[config.mk]
export PLATFORM = sky130hd
export DESIGN_NAME = fsp_host
export DESIGN_NICKNAME = d
export VERILOG_FILES = /design/src/verilog/fsp_host.v
export VERILOG_INCLUDE_DIRS = /design/src /design/src/verilog
export SDC_FILE = /design/constraint.sdc
export NUM_CORES = 1
export LEC_CHECK = 0
export ABC_AREA = 1
export BUFFER_PORTS_ARGS = -buffer_cell sky130_fd_sc_hd__buf_2
export CORE_MARGIN = 8
export CORE_UTILIZATION = 59
export DETAILED_ROUTE_END_ITERATION = 7
export HOLD_SLACK_MARGIN = 0.15
export PLACE_DENSITY = 0.85
export SETUP_SLACK_MARGIN = 0.05
export SLEW_MARGIN = 10
export SYNTH_ARGS = -nofsm -noshare
export SYNTH_HDL_FRONTEND = slang
export SYNTH_SLANG_ARGS = --single-unit
[constraint.sdc]
create_clock -name clk -period 4.9 [get_ports clk]
set_input_delay 0.735 -clock clk [delete_from_list [all_inputs] [get_ports clk]]
set_output_delay 0.735 -clock clk [all_outputs]
set_load 0.03 [all_outputs]
[src/verilog/fsp_regs.vh]
// constants for the flash status and protection host controller
`ifndef FSP_REGS_VH
`define FSP_REGS_VH
// status bit positions on the data bus
`define FSP_BIT_DATA_ZERO 0
`define FSP_BIT_SECTOR_TOGGLE 2
`define FSP_BIT_ERASE_WINDOW 3
`define FSP_BIT_TIMEOUT 5
`define FSP_BIT_PROGRESS_TOGGLE 6
// address bit positions used in id and protect modes
`define FSP_ADDR_ID_LOW 0
`define FSP_ADDR_ID_SELECT 1
`define FSP_ADDR_UNPROT_SEL 6
// command codes
`define FSP_CMD_POLL 3'h0
`define FSP_CMD_READ 3'h1
`define FSP_CMD_WRITE 3'h2
`define FSP_CMD_PROTECT 3'h3
`define FSP_CMD_VERIFY 3'h4
`define FSP_CMD_UNPROTECT 3'h5
`define FSP_CMD_ERASE_ADD 3'h6
// result codes
`define FSP_RES_DONE 2'h0
`define FSP_RES_FAIL 2'h1
`define FSP_RES_BUSY 2'h2
`define FSP_RES_REJECT 2'h3
// bus timing: read access 120 ns, write pulse 60 ns, hv pulse 100 us
`define FSP_T_READ_NS 120
`define FSP_T_WPULSE_NS 60
`define FSP_T_HV_US 100
`define FSP_CLK_MHZ 50
// cycle counts rounded up to whole clocks, sized to the 13-bit counter
`define FSP_READ_CYC 13'h0006
`define FSP_WPULSE_CYC 13'h0003
`define FSP_HV_CYC 13'h1388
// reset command byte, returns the device to array reads
`define FSP_RESET_CMD 8'hf0
`endif

[src/verilog/fsp_host.v]
// host controller: write strobes, status polling, sector protect and unprotect
// Summary of operation
// toggle status valid after last write edge
// sector toggle bit flips inside erased sectors
// progress toggle tells active from suspended
// host double-reads byte and compares toggles
// timeout high: retest, fail sends reset
// interrupted polling restarts with double read
// timeout flag high marks failed operation
// after timeout host writes reset command
// no timeout for non-blank program
// erase window bit low during acceptance
// window bit one means commands ignored
// host checks window bit before and after; erase-add reads it only after the write
// device powers up in array read
// strobes shorter than 5ns ignored
// write only with ce, we low, oe high
// protect: high voltage, we pulse programs
// verify reads bit zero for protected sector
// id mode uses only id select address
// in-system id read shows protection
// unprotect: hv on oe and a9, a6 high
// protect all sectors before unprotect; the host does not do this and leaves it to the caller
// unprotected sector reads all zeros
`timescale 1ns/1ps
`default_nettype none
`include "fsp_regs.vh"
module fsp_host (
  // clock and reset
  input wire clk,
  input wire arst_n,
  // user command port
  input wire cmd_valid,
  input wire [2:0] cmd_op,
  input wire [18:0] cmd_addr,
  input wire [7:0] cmd_wdata,
  output reg cmd_ready_ff,
  output reg rsp_valid_ff,
  output reg [1:0] rsp_code_ff,
  output reg [7:0] rsp_rdata_ff,
  // flash pins
  output reg [18:0] flash_addr_ff,
  input wire [7:0] flash_dq_in,
  output reg [7:0] flash_dq_out_ff,
  output reg flash_dq_oe_ff,
  output reg flash_ce_n_ff,
  output reg flash_oe_n_ff,
  output reg flash_we_n_ff,
  output reg hv_addr_en_ff,
  output reg hv_oe_en_ff
);
  // ----------------------------------------
  // states
  // ----------------------------------------
  localparam [3:0] ST_IDLE = 4'h0;
  localparam [3:0] ST_RD = 4'h1;
  localparam [3:0] ST_WR = 4'h2;
  localparam [3:0] ST_WR_GAP = 4'h3;
  localparam [3:0] ST_HV = 4'h4;
  localparam [3:0] ST_HV_END = 4'h5;
  localparam [3:0] ST_RSP = 4'h6;
  localparam [3:0] ST_RST_WR = 4'h7;
  localparam [12:0] READ_CYC = `FSP_READ_CYC;
  localparam [12:0] WPULSE_CYC = `FSP_WPULSE_CYC;
  parameter [12:0] HV_CYC = `FSP_HV_CYC;

  // ----------------------------------------
  // reset release
  // ----------------------------------------
  reg rst_s1_ff;
  reg rst_s2_ff;
  wire rst_n = rst_s2_ff;
  always @(posedge clk or negedge arst_n) begin
    if (!arst_n) begin
      rst_s1_ff <= 1'b0;
      rst_s2_ff <= 1'b0;
    end else begin
      rst_s1_ff <= 1'b1;
      rst_s2_ff <= rst_s1_ff;
    end
  end

  // data pins come from the device, so synchronise before use
  reg [7:0] dq_s1_ff;
  reg [7:0] dq_s2_ff;
  always @(posedge clk or negedge rst_n) begin
    if (!rst_n) begin
      dq_s1_ff <= 8'h00;
      dq_s2_ff <= 8'h00;
    end else begin
      dq_s1_ff <= flash_dq_in;
      dq_s2_ff <= dq_s1_ff;
    end
  end

  // ----------------------------------------
  // sequencer
  // ----------------------------------------
  reg [3:0] state_ff;
  reg [12:0] cnt_ff;
  reg [2:0] op_ff;
  reg [1:0] nrd_ff;     // reads done in current poll pass
  reg [7:0] first_ff;   // byte from previous read
  reg to_seen_ff;       // timeout already noted this pass

  // toggle compare of the two status bits
  function toggling;
    input [7:0] a;
    input [7:0] b;
    begin
      toggling = (a[`FSP_BIT_PROGRESS_TOGGLE] != b[`FSP_BIT_PROGRESS_TOGGLE]) ||
                 (a[`FSP_BIT_SECTOR_TOGGLE] != b[`FSP_BIT_SECTOR_TOGGLE]);
    end
  endfunction

  wire [7:0] rd = dq_s2_ff;
  wire cnt_done = (cnt_ff == 13'h0000);

  always @(posedge clk or negedge rst_n) begin
    if (!rst_n) begin
      state_ff <= ST_IDLE;
      cnt_ff <= 13'h0000;
      op_ff <= 3'h0;
      nrd_ff <= 2'h0;
      first_ff <= 8'h00;
      to_seen_ff <= 1'b0;
      cmd_ready_ff <= 1'b0;
      rsp_valid_ff <= 1'b0;
      rsp_code_ff <= `FSP_RES_DONE;
      rsp_rdata_ff <= 8'h00;
      flash_addr_ff <= 19'h00000;
      flash_dq_out_ff <= 8'h00;
      flash_dq_oe_ff <= 1'b0;
      flash_ce_n_ff <= 1'b1;
      flash_oe_n_ff <= 1'b1;
      flash_we_n_ff <= 1'b1;
      hv_addr_en_ff <= 1'b0;
      hv_oe_en_ff <= 1'b0;
    end else begin
      rsp_valid_ff <= 1'b0;
      case (state_ff)
        ST_IDLE: begin
          cmd_ready_ff <= 1'b1;
          if (cmd_valid && cmd_ready_ff) begin
            cmd_ready_ff <= 1'b0;
            op_ff <= cmd_op;
            flash_addr_ff <= cmd_addr;
            flash_dq_out_ff <= cmd_wdata;
            // every poll starts fresh
            nrd_ff <= 2'h0;
            to_seen_ff <= 1'b0;
            case (cmd_op)
              `FSP_CMD_WRITE, `FSP_CMD_ERASE_ADD: begin
                // ce, we low, oe held high
                flash_oe_n_ff <= 1'b1;
                flash_dq_oe_ff <= 1'b1;
                flash_ce_n_ff <= 1'b0;
                flash_we_n_ff <= 1'b0;
                // pulse far above glitch width
                cnt_ff <= WPULSE_CYC;
                state_ff <= ST_WR;
              end
              `FSP_CMD_PROTECT, `FSP_CMD_UNPROTECT: begin
                // hv on a9 and oe; caller protects all first
                hv_addr_en_ff <= 1'b1;
                hv_oe_en_ff <= 1'b1;
                flash_ce_n_ff <= 1'b0;
                flash_we_n_ff <= 1'b0;
                // unprotect select high
                flash_addr_ff[`FSP_ADDR_UNPROT_SEL] <= (cmd_op == `FSP_CMD_UNPROTECT);
                cnt_ff <= HV_CYC;
                state_ff <= ST_HV;
              end
              default: begin
                // verify: hv a9, select high, low bits low
                if (cmd_op == `FSP_CMD_VERIFY) begin
                  hv_addr_en_ff <= 1'b1;
                  flash_addr_ff[`FSP_ADDR_ID_SELECT] <= 1'b1;
                  flash_addr_ff[`FSP_ADDR_ID_LOW] <= 1'b0;
                  flash_addr_ff[`FSP_ADDR_UNPROT_SEL] <= 1'b0;
                end
                flash_dq_oe_ff <= 1'b0;
                flash_ce_n_ff <= 1'b0;
                flash_oe_n_ff <= 1'b0;
                cnt_ff <= READ_CYC + 13'h0002;
                state_ff <= ST_RD;
              end
            endcase
          end
        end
        ST_WR: begin
          if (cnt_done) begin
            // rising edge ends the cycle
            flash_we_n_ff <= 1'b1;
            cnt_ff <= WPULSE_CYC;
            state_ff <= ST_WR_GAP;
          end else begin
            cnt_ff <= cnt_ff - 13'h0001;
          end
        end
        ST_WR_GAP: begin
          flash_ce_n_ff <= 1'b1;
          flash_dq_oe_ff <= 1'b0;
          if (cnt_done) begin
            if (op_ff == `FSP_CMD_ERASE_ADD || op_ff == `FSP_CMD_POLL) begin
              // re-read after gap: window check or next poll
              flash_ce_n_ff <= 1'b0;
              flash_oe_n_ff <= 1'b0;
              cnt_ff <= READ_CYC + 13'h0002;
              state_ff <= ST_RD;
            end else begin
              rsp_code_ff <= (op_ff == `FSP_CMD_READ) ? `FSP_RES_FAIL : `FSP_RES_DONE;
              state_ff <= ST_RSP;
            end
          end else begin
            cnt_ff <= cnt_ff - 13'h0001;
          end
        end
        ST_HV: begin
          if (cnt_done) begin
            flash_we_n_ff <= 1'b1;
            cnt_ff <= WPULSE_CYC;
            state_ff <= ST_HV_END;
          end else begin
            cnt_ff <= cnt_ff - 13'h0001;
          end
        end
        ST_HV_END: begin
          if (cnt_done) begin
            hv_addr_en_ff <= 1'b0;
            hv_oe_en_ff <= 1'b0;
            flash_ce_n_ff <= 1'b1;
            rsp_code_ff <= `FSP_RES_DONE;
            state_ff <= ST_RSP;
          end else begin
            cnt_ff <= cnt_ff - 13'h0001;
          end
        end
        ST_RD: begin
          if (!cnt_done) begin
            cnt_ff <= cnt_ff - 13'h0001;
          end else begin
            // end the read so the next one is a fresh cycle
            flash_oe_n_ff <= 1'b1;
            flash_ce_n_ff <= 1'b1;
            rsp_rdata_ff <= rd;
            cnt_ff <= READ_CYC + 13'h0002;
            state_ff <= ST_RSP;
            rsp_code_ff <= `FSP_RES_DONE;
            if (op_ff == `FSP_CMD_ERASE_ADD) begin
              // high after means maybe rejected
              if (rd[`FSP_BIT_ERASE_WINDOW])
                rsp_code_ff <= `FSP_RES_REJECT;
            end else if (op_ff == `FSP_CMD_VERIFY) begin
              hv_addr_en_ff <= 1'b0;
            end else if (op_ff == `FSP_CMD_POLL) begin
              first_ff <= rd;
              nrd_ff <= nrd_ff + 2'h1;
              // need two reads to compare
              if (nrd_ff != 2'h0) begin
                if (!toggling(first_ff, rd)) begin
                  rsp_code_ff <= `FSP_RES_DONE;
                end else if (to_seen_ff) begin
                  // still toggling after timeout
                  rsp_code_ff <= `FSP_RES_FAIL;
                  state_ff <= ST_RST_WR;
                end else if (rd[`FSP_BIT_TIMEOUT]) begin
                  // timeout seen, test once more
                  to_seen_ff <= 1'b1;
                  state_ff <= ST_WR_GAP;
                end else begin
                  rsp_code_ff <= `FSP_RES_BUSY;
                end
              end else begin
                state_ff <= ST_WR_GAP;
              end
            end
          end
        end
        ST_RST_WR: begin
          // reset command back to array reads
          flash_dq_out_ff <= `FSP_RESET_CMD;
          flash_dq_oe_ff <= 1'b1;
          flash_ce_n_ff <= 1'b0;
          flash_we_n_ff <= 1'b0;
          op_ff <= `FSP_CMD_READ; // marks the reset write so fail code stays
          cnt_ff <= WPULSE_CYC;
          state_ff <= ST_WR;
        end
        ST_RSP: begin
          rsp_valid_ff <= 1'b1;
          state_ff <= ST_IDLE;
        end
        default: state_ff <= ST_IDLE;
      endcase
    end
  end
endmodule // fsp_host
`default_nettype wire

# --- Word-level counts from Yosys, hierarchy flattened ---
# Cells that the tools add are included.
classes:
  bitwise_logic: 2
  n_eq_ne: 40
  n_reduce_logical: 37
  n_addsub: 2
  n_mux: 88
ops:
  columns: ["cell", "count"]
  rows:
  - ["13-bit 2-to-1 mux", 6]
  - ["13-bit one-hot mux with 6 select lines", 1]
  - ["4-bit 2-to-1 mux", 10]
  - ["2-bit 2-to-1 mux", 19]
  - ["2-bit != test (second input constant)", 18]
  - ["1-bit 2-to-1 mux", 29]
  - ["4-bit one-hot mux with 7 select lines", 1]
  - ["13-bit one-hot mux with 2 select lines", 1]
  - ["6-bit AND reduction", 3]
  - ["4-bit by 3-bit == test with 1-bit output (second input constant)", 4]
  - ["8-bit one-hot mux with 2 select lines", 1]
  - ["8-bit AND reduction", 2]
  - ["3-bit == test (second input constant)", 5]
  - ["3-bit 2-to-1 mux", 5]
  - ["3-bit nonzero test", 5]
  - ["13-bit zero test", 1]
  - ["13-bit by 1-bit subtractor with 13-bit output (second input constant)", 1]
  - ["1-bit one-hot mux with 3 select lines", 4]
  - ["3-bit one-hot mux with 2 select lines", 2]
  - ["4-bit AND reduction", 3]
  - ["1-bit one-hot mux with 2 select lines", 5]
  - ["5-bit AND reduction", 2]
  - ["4-bit by 2-bit == test with 1-bit output (second input constant)", 2]
  - ["8-bit 2-to-1 mux", 1]
  - ["23 further kinds", 38]
totals:
  in_bits: 41
  word_cells: 191
  ff_bits: 93

# --- Depth between registers and ports, before layout ---
depth:
  depth_word: 9
  ltp_mapped: 11
  ltp_nobuf: 11

# --- Worst setup path before layout ---
# Ideal clock, no wire load.
synth_path:
  kind: "input-to-reg"
  from: "in cmd_valid"
  to: "reg flash_addr_ff[10]"
  cell_stages: 7
  path_slack_ps: 3303
  n_path_buf: 2
  t_required_ps: 4782
  t_arrival_ps: 1479
  cell_sequence: "nand2_1 -> nor2_4 -> inv_2 -> buf_4 -> buf_4 -> nand2_1 -> nand2_1"
synth_between:
  elab_chain_cells: 2
synth_lines:
  columns: ["element", "line", "source"]
  rows:
  - ["start, declared", "fsp_host.v:33", "input wire cmd_valid,"]
  - ["1-bit logical AND", "fsp_host.v:144", "if (cmd_valid && cmd_ready_ff) begin"]
  - ["2-bit AND reduction (no line)", null, null]
  - ["end signal, assigned", "fsp_host.v:147", "flash_addr_ff <= cmd_addr;"]
  - ["end signal, assigned by index", "fsp_host.v:170", "flash_addr_ff[`FSP_ADDR_UNPROT_SEL] <= (cmd_op == `FSP_CMD_UNPROTECT);"]
  - ["end, declared", "fsp_host.v:42", "output reg [18:0] flash_addr_ff,"]
# Every way passes these cells.
# A chain may end at the register's enable or synchronous reset.

# --- Final worst setup path ---
layout_path:
  from: "reg state_ff[1]"
  to: "reg to_seen_ff"
layout_between:
  elab_chain_cells: 3
layout_lines:
  columns: ["element", "line", "source"]
  rows:
  - ["start, declared", "fsp_host.v:99", "reg [3:0] state_ff;"]
  - ["start signal, assigned", "fsp_host.v:121", "state_ff <= ST_IDLE;"]
  - ["start signal, assigned", "fsp_host.v:161", "state_ff <= ST_WR;"]
  - ["start signal, assigned", "fsp_host.v:172", "state_ff <= ST_HV;"]
  - ["4-bit by 1-bit == test with 1-bit output or 4-bit zero test (tied branches)", "fsp_host.v:141", "case (state_ff)"]
  - ["2-bit != test (no line) or 2-bit nonzero test (tied branches)", null, null]
  - ["8-bit AND reduction (no line)", null, null]
  - ["end signal, assigned", "fsp_host.v:126", "to_seen_ff <= 1'b0;"]
  - ["end signal, assigned", "fsp_host.v:151", "to_seen_ff <= 1'b0;"]
  - ["end signal, assigned", "fsp_host.v:269", "to_seen_ff <= 1'b1;"]
  - ["end, declared", "fsp_host.v:104", "reg to_seen_ff;"]
# Several ways; a longest one is shown, not always the timed one.

==> impl_metrics.json <==
{
  "status": "completed",
  "worstSetupPathType": "reg2reg",
  "netlist_top_cells_count": "nand2_1 (187), dfrtp_1 (84), inv_1 (43)",
  "core-area_um2": 6790,
  "totalNegativeSetupSlack_ns": 0,
  "hpwl_um": 7060,
  "arrival_ns": 2.54,
  "fin_nets": 641,
  "place_congestion": 0.952,
  "wl_um": 9590,
  "yosysTopAreaCellShare_pct": 50.5,
  "ys_ff_latch": 87,
  "rsz0062_at_grt": "false",
  "antenna_found_initial": 0,
  "path_clk_slew_ns": 0.09,
  "drive_above_1_share_pct": 24.8,
  "end_kind": "flip-flop",
  "drt_iter0_markers": 283,
  "cap_viol_max_count": 0,
  "tightest_slew_ns": 1.07,
  "fmax_ghz": 0.434,
  "post_cts_buffers": 0,
  "cts-root-buf": "clkbuf_8",
  "powerDensity_nw_per_um2": 666,
  "htree_levels": 3,
  "fp.dieH_um": 100,
  "grt_usage_pct": 20.4,
  "post_dp_cell_area_um2": 4670,
  "num_antenna_cells": 0,
  "post-route-period-util_pct": 47.0,
  "relSlewSlack_pct": 28.7,
  "die_x_um": 100,
  "grt_pass1_vias": 3660,
  "synth_cell_types": 35,
  "cts_buffer_depth": 2,
  "cts_made_buffers": 9,
  "io_buffers": 85,
  "hold_depth": 0,
  "postLayoutCoreUtil_pct": 71.8,
  "synth-async-reset-ratio_pct": 100,
  "cts_tree": "done",
  "clock_sinks": 87,
  "final-hold-violation-count": 0,
  "cp_max_fo": 32,
  "start_util_pct": 61.3,
  "io_pins": 86,
  "wl_per_cell_um": 13.7,
  "p_sw_mw": 1.56,
  "synth.avg_cell_area_um2": 8.21,
  "synth_ff_type": "dfrtp_1",
  "grt_start_max_net_pins": 86,
  "p_sw_share_pct": 48.0,
  "power.internal_mw": 1.69,
  "syn_nets": 551,
  "insertion_delay_ns": 0.35,
  "multi_input_area_um2": 1720,
  "netlist_area_um2": 4160,
  "ant_nets": 0,
  "cp.required_ns": 5.13,
  "drtPass1Iterations": 4,
  "leakagePower_nw": 2.72,
  "num_vias": 3570,
  "fin_skew_ns": 0.0130,
  "avgViaCountPerCell": 5.11,
  "final_cell_area_um2": 4880,
  "clkPwrFrac_pct": 15.2,
  "drv_slew": 0,
  "hold_slack_ns": 0.354,
  "yosysWarnings": 0,
  "synth_largest_area_cell": "dfrtp_1",
  "row_count": 30,
  "syn_inst": 507,
  "fillers": 523,
  "post-route-drc-count": 0,
  "post-route-min-period_ns": 2.30,
  "yosys-top-cells-area": "dfrtp_1 (50%), nand2_1 (17%), nand3_1 (4.4%), inv_1 (3.9%), nor2_1 (3.4%)",
  "ys_seq_area_share_pct": 52.4,
  "synth_most_common_cell": "nand2_1",
  "min_path_type": "reg2reg",
  "seqCellArea_um2": 2180,
  "areaGrowthSynthToFinish_pct": 17.2,
  "power.sequential.fraction_pct": 34.6,
  "finalSetupViolCount": 0,
  "synth_edf_count": 0,
  "r2r_cells": 8,
  "start_kind": "flip-flop",
  "die_area_um2": 10000,
  "ir_worst_vdd_uv": 462,
  "grt_pass1_wl_um": 16400,
  "grt-ovfl-total": 0,
  "p_comb_share_pct": 50.2
}
==> power groups by stage <==
stage          registers [mW]  clock network [mW]  logic, mW
6_report                 1.13               0.494       1.63
5_1_grt                  1.16               0.538       1.82
4_1_cts                  1.13               0.512       1.63
3_5_place_dp             1.13                   0       1.63
3_3_place_gp             1.12                   0       1.58
2_1_floorplan            1.39                   0      0.962
==> flip-flops by register name, indices dropped and copies added (netlist names), 2 cells and up <==
| signal | count |
|---|---|
| dq_s2_ff | 8 |
| state_ff | 3 |
| flash_dq_out_ff | 8 |
| nrd_ff | 2 |
| rsp_code_ff | 2 |
| rsp_rdata_ff | 8 |
| cnt_ff | 13 |
| dq_s1_ff | 8 |
| op_ff | 3 |
| first_ff | 2 |
| flash_addr_ff | 19 |
==> layout make-up <==
type | count | share of cell area [%]
Multi-Input combinational cell | 356 | 35.2
Inverter | 57 | 4.62
Tap cell | 96 | 2.46
Clock buffer | 10 | 2.62
Clock inverter | 6 | 1.41
Sequential cell | 87 | 44.8
Timing Repair Buffer | 86 | 8.92
==> cell families (layout without fill, tap and decap cells) <==
logic type	Yosys count	after routing	synth area share, %
buffers and inverters	64	159	6.34
xor gates and xnor gates	11	11	2.31
and+or+nand+nor	300	300	32.6
DFF	87	87	52.4
other	1	1	0.0901
AOI/OAI and AO/OA	41	41	5.41
adders and majority gates	3	3	0.902
==> metrics by stage <==
stage | setup WS (ns) | power, mW | cells
after floorplan | 2.30 | 2.35 | 507
after global placement | 2.45 | 2.70 | 681
after detailed placement | 2.40 | 2.76 | 681
after CTS | 2.57 | 3.27 | 698
after global routing | 2.31 | 3.51 | 698
final | 2.60 | 3.25 | 698
==> path summary, 6_finish.rpt <==
path	to	slack (ns)	startpoint
max	to_seen_ff	2.60	state_ff[1]
max reg2reg	to_seen_ff	2.60	state_ff[1]
min in group asynchronous	dq_s1_ff[4]	0.51	rst_n
max in group asynchronous	cnt_ff[3]	3.68	rst_n
min reg2reg	dq_s2_ff[3]	0.35	dq_s1_ff[3]
min	dq_s2_ff[3]	0.35	dq_s1_ff[3]
==> repair_timing <==
| item | CTS | global route |
|---|---|---|
| endpoints found under the hold margin | 2 | 0 |
| hold buffers | 1 | 0 |
| resized for setup | 0 | 0 |
==> routing by layer <==
metal,routed length [um],up-vias,global-route usage (%)
met3,844,13,8.17
met2,4480,119,31.7
met5,0,-,0
met1,4120,1672,25.3
met4,146,0,6.28
li1,-,1766,-
==> critical path, cell delays in order (launching register included) <==
cell and delay (ns):
dfrtp_1 0.50, nor2_2 0.22, nand2_4 0.11, nor2_4 0.50, inv_2 0.39, nand2_1 0.19, nand4_1 0.13, nand2_1 0.07
o21ai_1 0.06
==> layout by cell type (no fill, tap or decap), types with 2 or more instances in the layout <==
master,count
clkinv_4,2
nand2_4,4
nand3_1,37
xnor2_1,4
nand4_1,5
buf_2,85
nor2_2,5
nand2_2,9
dfstp_2,3
ha_1,3
a21oi_1,8
inv_1,43
nand2_1,187
inv_4,2
dfrtp_1,83
o21ai_1,6
nor2_1,38
clkinv_2,2
nor2_4,9
clkbuf_8,9
o21ai_0,18
inv_2,10
o22ai_1,5
xor2_1,7
inv_6,2
nor3_1,2
Note: power is estimated with default switching activity, not from simulation.
